**src/acb_pkg.sv**
```systemverilog
// shared constants, types and the state record of the arithmetic, logic and branch core
// ----------------------------------------------------------------------------
// ----------------------------------------------------------------------------
package acb_pkg;

   // ----------------------------------------------------------------------------
   // status register bit positions
   // ----------------------------------------------------------------------------
   localparam int unsigned FLAG_C = 0;
   localparam int unsigned FLAG_Z = 1;
   localparam int unsigned FLAG_N = 2;
   localparam int unsigned FLAG_V = 3;
   localparam int unsigned FLAG_S = 4;
   localparam int unsigned FLAG_H = 5;

   // ----------------------------------------------------------------------------
   // register file layout and reset values
   // ----------------------------------------------------------------------------
   localparam logic [4:0] POINTER_LO = 5'h1E;
   localparam logic [4:0] POINTER_HI = 5'h1F;
   localparam logic [15:0] PC_RESET = 16'h0000;
   localparam logic [7:0] SREG_RESET = 8'h00;
   localparam logic [7:0] BYTE_ONES = 8'hFF;

   // ----------------------------------------------------------------------------
   // cycle counts per instruction class
   // ----------------------------------------------------------------------------
   localparam logic [1:0] CYC_SINGLE = 2'h1;
   localparam logic [1:0] CYC_WORD = 2'h2;
   localparam logic [1:0] CYC_JUMP = 2'h2;
   localparam logic [1:0] CYC_CALL = 2'h3;
   localparam logic [1:0] CYC_IO_BIT = 2'h2;

   typedef enum logic [4:0] {
      OP_SUM                              = 5'h00,
      OP_SUM_WITH_CARRY                   = 5'h01,
      OP_WORD_IMMEDIATE_SUM               = 5'h02,
      OP_DIFFERENCE                       = 5'h03,
      OP_CONSTANT_DIFFERENCE              = 5'h04,
      OP_DIFFERENCE_WITH_BORROW           = 5'h05,
      OP_CONSTANT_DIFFERENCE_WITH_BORROW  = 5'h06,
      OP_WORD_IMMEDIATE_DIFF              = 5'h07,
      OP_CONJUNCTION                      = 5'h08,
      OP_BITWISE_CONJUNCTION_CONSTANT     = 5'h09,
      OP_DISJUNCTION                      = 5'h0A,
      OP_BITWISE_DISJUNCTION_CONSTANT     = 5'h0B,
      OP_EXCLUSIVE_DISJUNCTION            = 5'h0C,
      OP_SET_BITS_MASK                    = 5'h0D,
      OP_CLEAR_BITS_MASK                  = 5'h0E,
      OP_ZERO_SIGN_TEST                   = 5'h0F,
      OP_RELATIVE_SUBROUTINE_CALL         = 5'h10,
      OP_INDIRECT_JUMP_VIA_POINTER        = 5'h11,
      OP_INDIRECT_SUBROUTINE_CALL         = 5'h12,
      OP_COMPARE_SKIP_EQUAL               = 5'h13,
      OP_IO_BIT_SET                       = 5'h14,
      OP_IO_BIT_CLEAR                     = 5'h15,
      OP_IO_BIT_SKIP_IF_ONE               = 5'h16,
      OP_IO_BIT_SKIP_IF_ZERO              = 5'h17,
      OP_NONE                             = 5'h18
   } acb_op_t;

   typedef enum logic [1:0] {
      ST_IDLE    = 2'b00,
      ST_WAIT    = 2'b01,
      ST_IO_READ = 2'b10
   } acb_state_t;

   typedef struct packed {
      acb_state_t state;
      logic [15:0] pc;
      logic [7:0] sreg;
      logic [1:0] cnt;
      logic ready;
      logic done;
      logic ret_push;
      logic [15:0] ret_addr;
      logic io_we;
      logic [4:0] io_addr;
      logic [2:0] io_bit;
      logic io_value;
      logic skip_pol;
      logic skip_two;
      logic [7:0] peek;
   } acb_core_st_t;

   localparam acb_core_st_t CORE_RESET = '{
      state: ST_IDLE, pc: PC_RESET, sreg: SREG_RESET, cnt: 2'h0, ready: 1'b1,
      done: 1'b0, ret_push: 1'b0, ret_addr: 16'h0000, io_we: 1'b0, io_addr: 5'h00,
      io_bit: 3'h0, io_value: 1'b0, skip_pol: 1'b0, skip_two: 1'b0, peek: 8'h00};

endpackage : acb_pkg

```
**src/acb_alu_if.sv**
```systemverilog
// operand and result bundle between the core sequencer and its arithmetic unit
`timescale 1ns/1ns
`default_nettype none
interface acb_alu_if;
   acb_pkg::acb_op_t op;
   logic [15:0] opa;
   logic [15:0] opb;
   logic [7:0] sreg_in;
   logic [15:0] res;
   logic [7:0] sreg_out;

   modport core (output op, output opa, output opb, output sreg_in,
                 input res, input sreg_out);
   modport alu (input op, input opa, input opb, input sreg_in,
                output res, output sreg_out);
endinterface : acb_alu_if
`default_nettype wire

```
**src/acb_alu.sv**
```systemverilog
// combinational byte and word arithmetic unit with status flag generation
`timescale 1ns/1ns
`default_nettype none
module acb_alu (
   acb_alu_if.alu bus
);
   logic [7:0] a8;
   logic [7:0] b8;
   logic [7:0] r8;
   logic [8:0] w9;
   logic [16:0] w17;
   logic [15:0] r16;
   logic [7:0] sr;
   logic cin;
   logic borrow_op;
   logic upd8;
   logic upd16;

   always_comb
   begin
      a8 = bus.opa[7:0];
      b8 = bus.opb[7:0];
      sr = bus.sreg_in;
      r8 = a8;
      r16 = bus.opa;
      w9 = 9'h000;
      w17 = 17'h00000;
      upd8 = 1'b0;
      upd16 = 1'b0;
      borrow_op = (bus.op == acb_pkg::OP_DIFFERENCE_WITH_BORROW) ||
                  (bus.op == acb_pkg::OP_CONSTANT_DIFFERENCE_WITH_BORROW);
      cin = bus.sreg_in[acb_pkg::FLAG_C] &
            (borrow_op || (bus.op == acb_pkg::OP_SUM_WITH_CARRY));
      unique case (bus.op)
         acb_pkg::OP_SUM, acb_pkg::OP_SUM_WITH_CARRY:
         begin
            w9 = {1'b0, a8} + {1'b0, b8} + {8'h00, cin};
            r8 = w9[7:0];
            upd8 = 1'b1;
            sr[acb_pkg::FLAG_C] = w9[8];
            sr[acb_pkg::FLAG_H] = (a8[3] & b8[3]) | (b8[3] & ~r8[3]) | (~r8[3] & a8[3]);
            sr[acb_pkg::FLAG_V] = (a8[7] & b8[7] & ~r8[7]) | (~a8[7] & ~b8[7] & r8[7]);
            sr[acb_pkg::FLAG_Z] = (r8 == 8'h00);
         end
         acb_pkg::OP_DIFFERENCE, acb_pkg::OP_CONSTANT_DIFFERENCE,
         acb_pkg::OP_DIFFERENCE_WITH_BORROW, acb_pkg::OP_CONSTANT_DIFFERENCE_WITH_BORROW:
         begin
            w9 = {1'b0, a8} - {1'b0, b8} - {8'h00, cin};
            r8 = w9[7:0];
            upd8 = 1'b1;
            sr[acb_pkg::FLAG_C] = w9[8];
            sr[acb_pkg::FLAG_H] = (~a8[3] & b8[3]) | (b8[3] & r8[3]) | (r8[3] & ~a8[3]);
            sr[acb_pkg::FLAG_V] = (a8[7] & ~b8[7] & ~r8[7]) | (~a8[7] & b8[7] & r8[7]);
            // borrow chains keep zero only if the lower byte was zero too
            sr[acb_pkg::FLAG_Z] = (r8 == 8'h00) &
                                  (~borrow_op | bus.sreg_in[acb_pkg::FLAG_Z]);
         end
         acb_pkg::OP_WORD_IMMEDIATE_SUM:
         begin
            w17 = {1'b0, bus.opa} + {1'b0, bus.opb};
            r16 = w17[15:0];
            upd16 = 1'b1;
            sr[acb_pkg::FLAG_V] = ~bus.opa[15] & r16[15];
            sr[acb_pkg::FLAG_C] = ~r16[15] & bus.opa[15];
         end
         acb_pkg::OP_WORD_IMMEDIATE_DIFF:
         begin
            w17 = {1'b0, bus.opa} - {1'b0, bus.opb};
            r16 = w17[15:0];
            upd16 = 1'b1;
            sr[acb_pkg::FLAG_V] = bus.opa[15] & ~r16[15];
            sr[acb_pkg::FLAG_C] = r16[15] & ~bus.opa[15];
         end
         acb_pkg::OP_CONJUNCTION, acb_pkg::OP_BITWISE_CONJUNCTION_CONSTANT,
         acb_pkg::OP_ZERO_SIGN_TEST:
         begin
            r8 = a8 & b8;
            upd8 = 1'b1;
         end
         acb_pkg::OP_DISJUNCTION, acb_pkg::OP_BITWISE_DISJUNCTION_CONSTANT,
         acb_pkg::OP_SET_BITS_MASK:
         begin
            r8 = a8 | b8;
            upd8 = 1'b1;
         end
         acb_pkg::OP_EXCLUSIVE_DISJUNCTION:
         begin
            r8 = a8 ^ b8;
            upd8 = 1'b1;
         end
         acb_pkg::OP_CLEAR_BITS_MASK:
         begin
            r8 = a8 & (acb_pkg::BYTE_ONES - b8);
            upd8 = 1'b1;
         end
         default:
         begin
            r8 = a8;
         end
      endcase
      if (upd8)
      begin
         r16 = {bus.opa[15:8], r8};
         sr[acb_pkg::FLAG_N] = r8[7];
         // logic codes sit above byte arithmetic; borrow-chained zero survives
         if (bus.op >= acb_pkg::OP_CONJUNCTION)
         begin
            sr[acb_pkg::FLAG_Z] = (r8 == 8'h00);
            sr[acb_pkg::FLAG_V] = 1'b0;
         end
      end
      if (upd16)
      begin
         sr[acb_pkg::FLAG_N] = r16[15];
         sr[acb_pkg::FLAG_Z] = (r16 == 16'h0000);
      end
      if (upd8 || upd16)
      begin
         sr[acb_pkg::FLAG_S] = sr[acb_pkg::FLAG_N] ^ sr[acb_pkg::FLAG_V];
      end
   end

   assign bus.res = r16;
   assign bus.sreg_out = sr;
endmodule : acb_alu
`default_nettype wire

```
**src/acb_core.sv**
```systemverilog
// execution core: register file, sequencer, program counter and io bit access
`timescale 1ns/1ns
`default_nettype none
module acb_core (
   input wire logic mclk,
   input wire logic reset,
   input wire logic cmd_valid,
   input wire acb_pkg::acb_op_t cmd_op,
   input wire logic [4:0] cmd_rd,
   input wire logic [4:0] cmd_rr,
   input wire logic [7:0] cmd_k,
   input wire logic [11:0] cmd_offset,
   input wire logic cmd_next_two_words,
   output logic cmd_ready,
   output logic done,
   output logic [15:0] pc,
   output logic [7:0] sreg,
   output logic ret_push,
   output logic [15:0] ret_addr,
   output logic io_bit_we,
   output logic [4:0] io_addr,
   output logic [2:0] io_bit_sel,
   output logic io_bit_value,
   input wire logic [7:0] io_rd_data,
   input wire logic load_we,
   input wire logic [4:0] load_addr,
   input wire logic [7:0] load_data,
   input wire logic [4:0] peek_addr,
   output logic [7:0] peek_data
);
   // ----------------------------------------------------------------------------
   // storage
   // ----------------------------------------------------------------------------
   logic [7:0] rf [0:31];
   acb_pkg::acb_core_st_t s_r;
   acb_pkg::acb_core_st_t s_nxt;

   acb_alu_if alu_bus ();

   acb_alu u_alu (
      .bus (alu_bus)
   );

   // ----------------------------------------------------------------------------
   // operand selection
   // ----------------------------------------------------------------------------
   logic [7:0] rd_val;
   logic [7:0] rr_val;
   logic [4:0] pair_lo;
   logic [4:0] pair_hi;
   logic [15:0] pointer;
   logic [15:0] pc_next;
   logic [15:0] pc_rel;
   logic accept;
   logic word_op;
   logic byte_op;
   logic io_hit;
   logic [1:0] cyc;
   logic wa_en;
   logic [4:0] wa_addr;
   logic [7:0] wa_data;
   logic wb_en;

   assign rd_val = rf[cmd_rd];
   assign rr_val = rf[cmd_rr];
   assign pair_lo = {cmd_rd[4:1], 1'b0};
   assign pair_hi = {cmd_rd[4:1], 1'b1};
   assign pointer = {rf[acb_pkg::POINTER_HI], rf[acb_pkg::POINTER_LO]};
   assign pc_next = s_r.pc + 16'h0001;
   assign pc_rel = s_r.pc + {{4{cmd_offset[11]}}, cmd_offset} + 16'h0001;
   assign accept = cmd_valid && s_r.ready && (s_r.state == acb_pkg::ST_IDLE);
   assign word_op = (cmd_op == acb_pkg::OP_WORD_IMMEDIATE_SUM) ||
                    (cmd_op == acb_pkg::OP_WORD_IMMEDIATE_DIFF);
   assign byte_op = (cmd_op <= acb_pkg::OP_ZERO_SIGN_TEST) && !word_op;
   assign io_hit = io_rd_data[s_r.io_bit] == s_r.skip_pol;

   always_comb
   begin
      alu_bus.op = cmd_op;
      alu_bus.sreg_in = s_r.sreg;
      alu_bus.opa = {8'h00, rd_val};
      alu_bus.opb = {8'h00, cmd_k};
      if (word_op)
      begin
         // word forms take a six bit constant on an even register pair
         alu_bus.opa = {rf[pair_hi], rf[pair_lo]};
         alu_bus.opb = {10'h000, cmd_k[5:0]};
      end
      else if (cmd_op == acb_pkg::OP_ZERO_SIGN_TEST)
      begin
         alu_bus.opb = {8'h00, rd_val};
      end
      else if (cmd_op inside {acb_pkg::OP_SUM, acb_pkg::OP_SUM_WITH_CARRY,
               acb_pkg::OP_DIFFERENCE,
               acb_pkg::OP_DIFFERENCE_WITH_BORROW,
               acb_pkg::OP_CONJUNCTION, acb_pkg::OP_DISJUNCTION,
               acb_pkg::OP_EXCLUSIVE_DISJUNCTION})
      begin
         alu_bus.opb = {8'h00, rr_val};
      end
   end

   // ----------------------------------------------------------------------------
   // register file write ports: a command result outranks the load port
   // ----------------------------------------------------------------------------
   always_comb
   begin
      wa_en = load_we;
      wa_addr = load_addr;
      wa_data = load_data;
      wb_en = 1'b0;
      if (accept && word_op)
      begin
         wa_en = 1'b1;
         wa_addr = pair_lo;
         wa_data = alu_bus.res[7:0];
         wb_en = 1'b1;
      end
      else if (accept && byte_op)
      begin
         wa_en = 1'b1;
         wa_addr = cmd_rd;
         wa_data = alu_bus.res[7:0];
      end
   end

   always_ff @(posedge mclk)
   begin
      if (wa_en)
      begin
         rf[wa_addr] <= wa_data;
      end
      if (wb_en)
      begin
         rf[pair_hi] <= alu_bus.res[15:8];
      end
   end

   // ----------------------------------------------------------------------------
   // sequencer
   // ----------------------------------------------------------------------------
   always_comb
   begin
      s_nxt = s_r;
      s_nxt.done = 1'b0;
      s_nxt.ret_push = 1'b0;
      s_nxt.io_we = 1'b0;
      s_nxt.peek = rf[peek_addr];
      cyc = acb_pkg::CYC_SINGLE;
      unique case (s_r.state)
         acb_pkg::ST_IDLE:
         begin
            if (accept)
            begin
               s_nxt.pc = pc_next;
               if (byte_op)
               begin
                  s_nxt.sreg = alu_bus.sreg_out;
               end
               unique case (cmd_op)
                  acb_pkg::OP_WORD_IMMEDIATE_SUM, acb_pkg::OP_WORD_IMMEDIATE_DIFF:
                  begin
                     s_nxt.sreg = alu_bus.sreg_out;
                     cyc = acb_pkg::CYC_WORD;
                  end
                  acb_pkg::OP_RELATIVE_SUBROUTINE_CALL:
                  begin
                     s_nxt.pc = pc_rel;
                     s_nxt.ret_push = 1'b1;
                     s_nxt.ret_addr = pc_next;
                     cyc = acb_pkg::CYC_CALL;
                  end
                  acb_pkg::OP_INDIRECT_JUMP_VIA_POINTER:
                  begin
                     s_nxt.pc = pointer;
                     cyc = acb_pkg::CYC_JUMP;
                  end
                  acb_pkg::OP_INDIRECT_SUBROUTINE_CALL:
                  begin
                     s_nxt.pc = pointer;
                     s_nxt.ret_push = 1'b1;
                     s_nxt.ret_addr = pc_next;
                     cyc = acb_pkg::CYC_CALL;
                  end
                  acb_pkg::OP_COMPARE_SKIP_EQUAL:
                  begin
                     if (rd_val == rr_val)
                     begin
                        // skipping a two-word instruction costs one more cycle
                        s_nxt.pc = cmd_next_two_words ? s_r.pc + 16'h0003
                                                      : s_r.pc + 16'h0002;
                        cyc = cmd_next_two_words ? 2'h3 : 2'h2;
                     end
                  end
                  acb_pkg::OP_IO_BIT_SET, acb_pkg::OP_IO_BIT_CLEAR:
                  begin
                     // a single-bit strobe, so write-one-to-clear flags in other
                     // bits of the same register are never hit by accident
                     s_nxt.io_we = 1'b1;
                     s_nxt.io_addr = cmd_rd;
                     s_nxt.io_bit = cmd_k[2:0];
                     s_nxt.io_value = (cmd_op == acb_pkg::OP_IO_BIT_SET);
                     cyc = acb_pkg::CYC_IO_BIT;
                  end
                  acb_pkg::OP_IO_BIT_SKIP_IF_ONE, acb_pkg::OP_IO_BIT_SKIP_IF_ZERO:
                  begin
                     s_nxt.pc = s_r.pc;
                     s_nxt.io_addr = cmd_rd;
                     s_nxt.io_bit = cmd_k[2:0];
                     s_nxt.skip_pol = (cmd_op == acb_pkg::OP_IO_BIT_SKIP_IF_ONE);
                     s_nxt.skip_two = cmd_next_two_words;
                     cyc = 2'h0;
                  end
                  default:
                  begin
                     cyc = acb_pkg::CYC_SINGLE;
                  end
               endcase
               if (cyc == 2'h0)
               begin
                  s_nxt.state = acb_pkg::ST_IO_READ;
                  s_nxt.ready = 1'b0;
               end
               else if (cyc == acb_pkg::CYC_SINGLE)
               begin
                  s_nxt.done = 1'b1;
               end
               else
               begin
                  s_nxt.state = acb_pkg::ST_WAIT;
                  s_nxt.cnt = cyc - 2'h1;
                  s_nxt.ready = 1'b0;
               end
            end
         end
         acb_pkg::ST_WAIT:
         begin
            if (s_r.cnt == 2'h1)
            begin
               s_nxt.state = acb_pkg::ST_IDLE;
               s_nxt.ready = 1'b1;
               s_nxt.done = 1'b1;
            end
            s_nxt.cnt = s_r.cnt - 2'h1;
         end
         acb_pkg::ST_IO_READ:
         begin
            // io data is valid a cycle after the address
            s_nxt.pc = pc_next;
            if (io_hit)
            begin
               s_nxt.pc = s_r.skip_two ? s_r.pc + 16'h0003 : s_r.pc + 16'h0002;
            end
            if (io_hit && s_r.skip_two)
            begin
               s_nxt.state = acb_pkg::ST_WAIT;
               s_nxt.cnt = 2'h1;
            end
            else
            begin
               s_nxt.state = acb_pkg::ST_IDLE;
               s_nxt.ready = 1'b1;
               s_nxt.done = 1'b1;
            end
         end
         default:
         begin
            s_nxt = acb_pkg::CORE_RESET;
         end
      endcase
   end

   always_ff @(posedge mclk or posedge reset)
   begin
      if (reset)
      begin
         s_r <= acb_pkg::CORE_RESET;
      end
      else
      begin
         s_r <= s_nxt;
      end
   end

   // ----------------------------------------------------------------------------
   // outputs
   // ----------------------------------------------------------------------------
   assign cmd_ready = s_r.ready;
   assign done = s_r.done;
   assign pc = s_r.pc;
   assign sreg = s_r.sreg;
   assign ret_push = s_r.ret_push;
   assign ret_addr = s_r.ret_addr;
   assign io_bit_we = s_r.io_we;
   assign io_addr = s_r.io_addr;
   assign io_bit_sel = s_r.io_bit;
   assign io_bit_value = s_r.io_value;
   assign peek_data = s_r.peek;
endmodule : acb_core
`default_nettype wire

```
**config.mk**
```make
export PLATFORM = sky130hd
export DESIGN_NAME = acb_core
export DESIGN_NICKNAME = d
export VERILOG_FILES = /design/src/acb_pkg.sv /design/src/acb_alu_if.sv /design/src/acb_alu.sv /design/src/acb_core.sv
export SDC_FILE = /design/constraint.sdc
export NUM_CORES = 1
export LEC_CHECK = 0
export BUFFER_PORTS_ARGS = -buffer_cell sky130_fd_sc_hd__buf_2
export CAP_MARGIN = 40
export CORE_MARGIN = 1.5
export CORE_UTILIZATION = 53
export CTS_CLUSTER_SIZE = 30
export DETAILED_ROUTE_END_ITERATION = 7
export PLACE_DENSITY = 0.74
export RECOVER_POWER = 100
export SYNTH_ARGS = -nofsm -noshare
export SYNTH_HDL_FRONTEND = slang
export SYNTH_SLANG_ARGS = --single-unit
```
**constraint.sdc**
```tcl
create_clock -name mclk -period 15.4 [get_ports mclk]
set_input_delay 3.85 -clock mclk [delete_from_list [all_inputs] [get_ports mclk]]
set_output_delay 3.85 -clock mclk [all_outputs]
set_load 0.01 [all_outputs]
```
-- Yosys cells after proc, flatten, opt, wreduce, memory -nomap -nowiden
Memories as Yosys holds them, arrays and structs flattened.
Cells that the tools add are included.
- register bits: 67
- RAM bits: 256
- input port bits: 66
- output and inout bits: 61
- logic and storage cells: 231
- memories kept: 1
- memory list (name ; words ; width ; read ports ; clocked after memory_dff ; wr ports ; RTL line ; source):
    rf ; 32 ; 8 ; 7 ; 0 ; 2 ; acb_core.sv:34 ; logic [7:0] rf [0:31];
- $add $sub $neg: 14
- $lt $le $gt $ge: 3
- eq/ne operators: 42
- muxes and demuxes: 67
- bitwise logic cells: 45
- reductions and logical operators: 43
- operators by type and width (kind ; number):
    2-to-1 mux 16 bit ; 6
    2-to-1 mux 8 bit ; 8
    one-hot mux 16 bit (4 select lines) ; 1
    2-to-1 mux 59 bit ; 1
    one-hot mux 29 bit (2 select lines) ; 1
    one-hot mux 16 bit (3 select lines) ; 1
    one-hot mux 8 bit (6 select lines) ; 1
    equality test 5 x 4 -> 1 bit (second input constant) ; 8
    equality test 5 bit (second input constant) ; 8
    adder 16 x 1 -> 16 bit (second input constant) ; 2
    adder 16 x 2 -> 16 bit (second input constant) ; 2
    one-hot mux 16 bit (2 select lines) ; 1
    logical NOT 8 bit ; 3
    2-to-1 mux 2 bit ; 12
    AND reduction 3 bit ; 7
    bitwise AND 1 bit ; 20
    equality test 5 x 3 -> 1 bit (second input constant) ; 4
    2-to-1 mux 1 bit ; 20
    inequality test 2 bit (second input constant) ; 9
    2-to-1 mux 17 bit ; 1
    adder 16 bit ; 1
    adder 16 x 8 -> 16 bit ; 1
    bitwise AND 8 bit ; 2
    logical NOT 16 bit ; 1
    46 further kinds ; 93

-- Logic depth before layout (Yosys ltp)
- depth in word-level cells: 20
- gate-level depth with buffers: 28
- gate-level depth less buffers: 23

-- Cells and area by module
Synthesis repeated with hierarchy kept, for this count alone.
- cell total of the unflattened synthesis: 2698
- area total of the unflattened synthesis: 26341.5 um2
- modules (own cells, without submodules) (module ; instances ; cells each ; area an instance (um2) ; seq. area each (um2)):
    acb_core ; 1 ; 2147 ; 22530.4 ; 9365.2
    acb_alu ; 1 ; 551 ; 3811.2 ; 0.0

-- Least setup slack after synthesis
OpenSTA, ideal clock, no wires.
- kind: input to register
- start point: input cmd_rd[1]
- end point: memory rf[0][6], data pin
- library setup time: 0.293 ns
- arrival time: 9.033 ns
- required time: 15.107 ns
- path slack: 6.074 ns
- stages: 26
- buffers on the path: 10
- cell sequence: buf_2 buf_6 buf_6 buf_6 buf_4 buf_2 clkbuf_1 mux2i_1 o22ai_1 a21oi_1 a31o_2 ha_1 clkbuf_1 inv_1 ha_1 clkbuf_1 nand2_1 o21ai_0 xnor2_1 o22ai_1 a211o_1 a2111oi_0 nor2_1 a21oi_2 buf_2 inv_1
- RTL lines (element ; RTL line ; source):
    from (decl) ; acb_core.sv:9 ; input wire logic [4:0] cmd_rd,
    to (decl) ; acb_core.sv:34 ;

==> run_results.csv <==
group,metric,value,unit
outcome,outcome,"finished with violations",
outcome,violations,"capacitance limit, slew limit",
sta,rsz0062_at_grt,"false",
finish,fin_cells,3263,
worst_setup_path,required,15600,ps
routing,routed_wl,121000,um
global_routing,grt_pass1_vias,22719,
worst_setup_path,path_max_fanout,70,
synth,synth_async_sr_flop_share,20.2,%
synth,ys_ff_latch,321,
finish,design_area,28300,um^2
floorplan,dieArea,50800,um^2
synth,synth-simple-area-share,11.9,%
synth,yosysTopAreaCell,"edfxtp_1",
sta,fmax,77.4,MHz
hold_path,hold_depth,2,
floorplan,dieWidth,225,um
power_and_ir_drop,power.leakage,10.8,nW
clocking,htreeDepth,2,
floorplan,ios,127,
clocking,cts_buffers,40,
synth,synth-seq-area-share,35.5,%
floorplan,rows,81,
synth,synthCells,2527,
worst_setup_path,critPathKind,"input port to register",
clocking,post-cts-setup-buffers,0,
global_routing,track_usage,47.0,%
placed_design,place_hpwl,89900,um
sta,fin_skew,23.1,ps
routing,vias,24512,
placed_design,dp.cells,3187,
floorplan,coreArea,48800,um^2
synth,synth_top_family_by_area,"multiplexers",
synth,synth_area_leaders,"edfxtp_1 (29%), mux2i_1 (12%), mux4_2 (9.5%), dfrtp_1 (6.1%), ha_1 (3.2%)",
routing,first_pass_iters,6,
routing,drtIter0Drc,4105,
synth,synth_fa_ha_area_share,3.78,%
global_routing,grt_max_degree,71,
sta,hold_viol_final,0,
sta,period_share,83.9,%
floorplan,initial_core_util,53.7,%
synth,synth.most_common_cell,"mux2i_1",
routing,ant_nets,0,
finish,nets,2708,
power_and_ir_drop,ir_drop,112,uV
global_routing,grt_pass1_wl,168000,um
sta,setup_viol,0,
clocking,clockBufferDepth,3,
synth,synthXorXnorAreaFrac,2.71,%
synth,netlist.area_leader.share,29.3,%
floorplan,die_h,225,um
worst_setup_path,reg2regPathDepth,21,
clocking,cts-resized-gates,0,
synth,syn_avg_cell_area,10.4,um^2
clocking,root_buffer,"clkbuf_16",
sta,slew_headroom,-149,%
finish,antenna_cells,0,
sta,period_minus_slack,12930,ps
run,drv_cap,7,
clocking,clk_latency,580,ps
clocking,cts.reportedPaths.clkPinSlew,60,ps
placed_design,post_dp_cell_area,27300,um^2
routing,drc,0,
power_and_ir_drop,total_power,3.02,mW
placed_design,place.port_buffers,124,
synth,ys_warn_count,0,
synth,synth_ff_type,"edfxtp_1",
hold_path,min_path_type,"register to register",
routing,vias_per_cell,7.51,
finish,fillCellCount,4255,
clocking,cts.sinks,321,
finish,drive_gt1_share,13.7,%
synth,synth-compound-area-share,15.6,%
placed_design,finalWeightedCongestion,1.11,
global_routing,overflow,0,
worst_setup_path,cp-start-kind,"input port",
clocking,cts_hold_buf,0,
finish,syn2layout_area_growth,7.96,%
worst_setup_path,cp.arrival,13130,ps
sta,tightestPinTransition,3730,ps
global_routing,antenna_found_initial,8,
power_and_ir_drop,powerDensity,107,nW/um^2
synth,synth_mux_area_share,24.3,%
synth,synth_commonest_cells,"mux2i_1 (307), edfxtp_1 (256), nand2_1 (198)",
worst_setup_path,cp-end-kind,"register",
routing,wl_per_cell,37.0,um
synth,synthesis.area,26200,um^2
clocking,cts_tree,"done",
sta,drv_slew,231,
sta,totalNegativeSetupSlack,0,ps
synth,synth_edf_count,256,
synth,yosysUniqueCellTypes,91,
final timing paths:
kind | from | to | slack, ps
max in group asynchronous | reset | pc[1] | 8440
hold reg to reg | ret_addr[0] | ret_addr[0] | 470
hold / removal | ret_addr[0] | ret_addr[0] | 470
min in group asynchronous | reset | ret_addr[13] | 3850
setup / recovery | cmd_rd[1] | rf[20][7] | 2470
setup reg to reg | rf[18][0] | rf[17][2] | 7870
worst max-delay path: stages:
cell and delay, ps:
buf_6 600, clkbuf_1 2450, mux2i_1 550, o22ai_1 400, and4b_1 230, o211ai_1 570, nor2_1 230, a31o_1 340
ha_1 600, inv_1 220, ha_1 410, and2_0 240, nor3b_1 170, a21o_1 180, o21ai_0 510, nand3_1 290
o21ai_0 290, o21a_1 200, buf_4 290, inv_1 390
stage by stage:
step	setup WS, ps	utilization [%]	hold WS, ps
3_5_place_dp	4210	55.9	465
4_1_cts	4770	58.5	477
3_3_place_gp	3770	55.2	460
2_1_floorplan	6070	-	449
6_report	2470	57.9	474
5_1_grt	2210	57.9	505
flip-flops by register name, indices dropped and copies added, names as in the netlist:
register      cells
io_bit_we         1
cmd_ready         1
pc               16
sreg              6
rf              256
ret_addr         16
done              1
io_addr           5
io_bit_value      1
peek_data         8
ret_push          1
io_bit_sel        3
s_r               6
layout make-up:
cell class / count / area, um^2 / area share [%]
Timing Repair Buffer: 236 / 1280 / 4.54
Sequential cell: 321 / 9320 / 32.9
Tap cell: 664 / 831 / 2.94
Inverter: 82 / 308 / 1.09
Clock buffer: 50 / 1080 / 3.82
Multi-Input combinational cell: 1886 / 15300 / 54.1
Clock inverter: 24 / 165 / 0.584
placed cells by master (no fill, tap or decap), drive strengths merged, types with 56 or more instances in the layout:
cell / count
clkbuf: 161
nand3: 61
dfrtp: 64
ha: 68
edfxtp: 256
mux2i: 307
nor2: 181
a21oi: 109
mux4: 130
o22ai: 66
inv: 85
buf: 125
nand2: 198
a22oi: 56
o21ai: 130
per-layer routing:
layer | share of wire, % | GRT usage [%] | up-vias
met3 | 16 | 18.2 | 443
met2 | 41 | 65.5 | 2264
li1 | - | - | 9810
met1 | 37 | 62.5 | 11983
met4 | 6.4 | 25.4 | 12
met5 | 0.064 | 0 | -
report_power, final:
group / switching (mW) / leakage [nW] / internal [mW]
registers: 0.0625 / 3.18 / 1.01
logic: 0.674 / 6.96 / 0.343
clock network: 0.409 / 0.620 / 0.518
total: 1.15 / 10.8 / 1.87
logic make-up after synthesis:
group,after synthesis
AND/OR/NAND/NOR,658
adder cells (fa/ha/maj),75
buffers and inverters,321
XOR/XNOR,81
multiplexers,464
flip-flops,321
AO/OA/AOI/OAI,606
other,1
No activity file was read; power rests on OpenSTA's default activity.
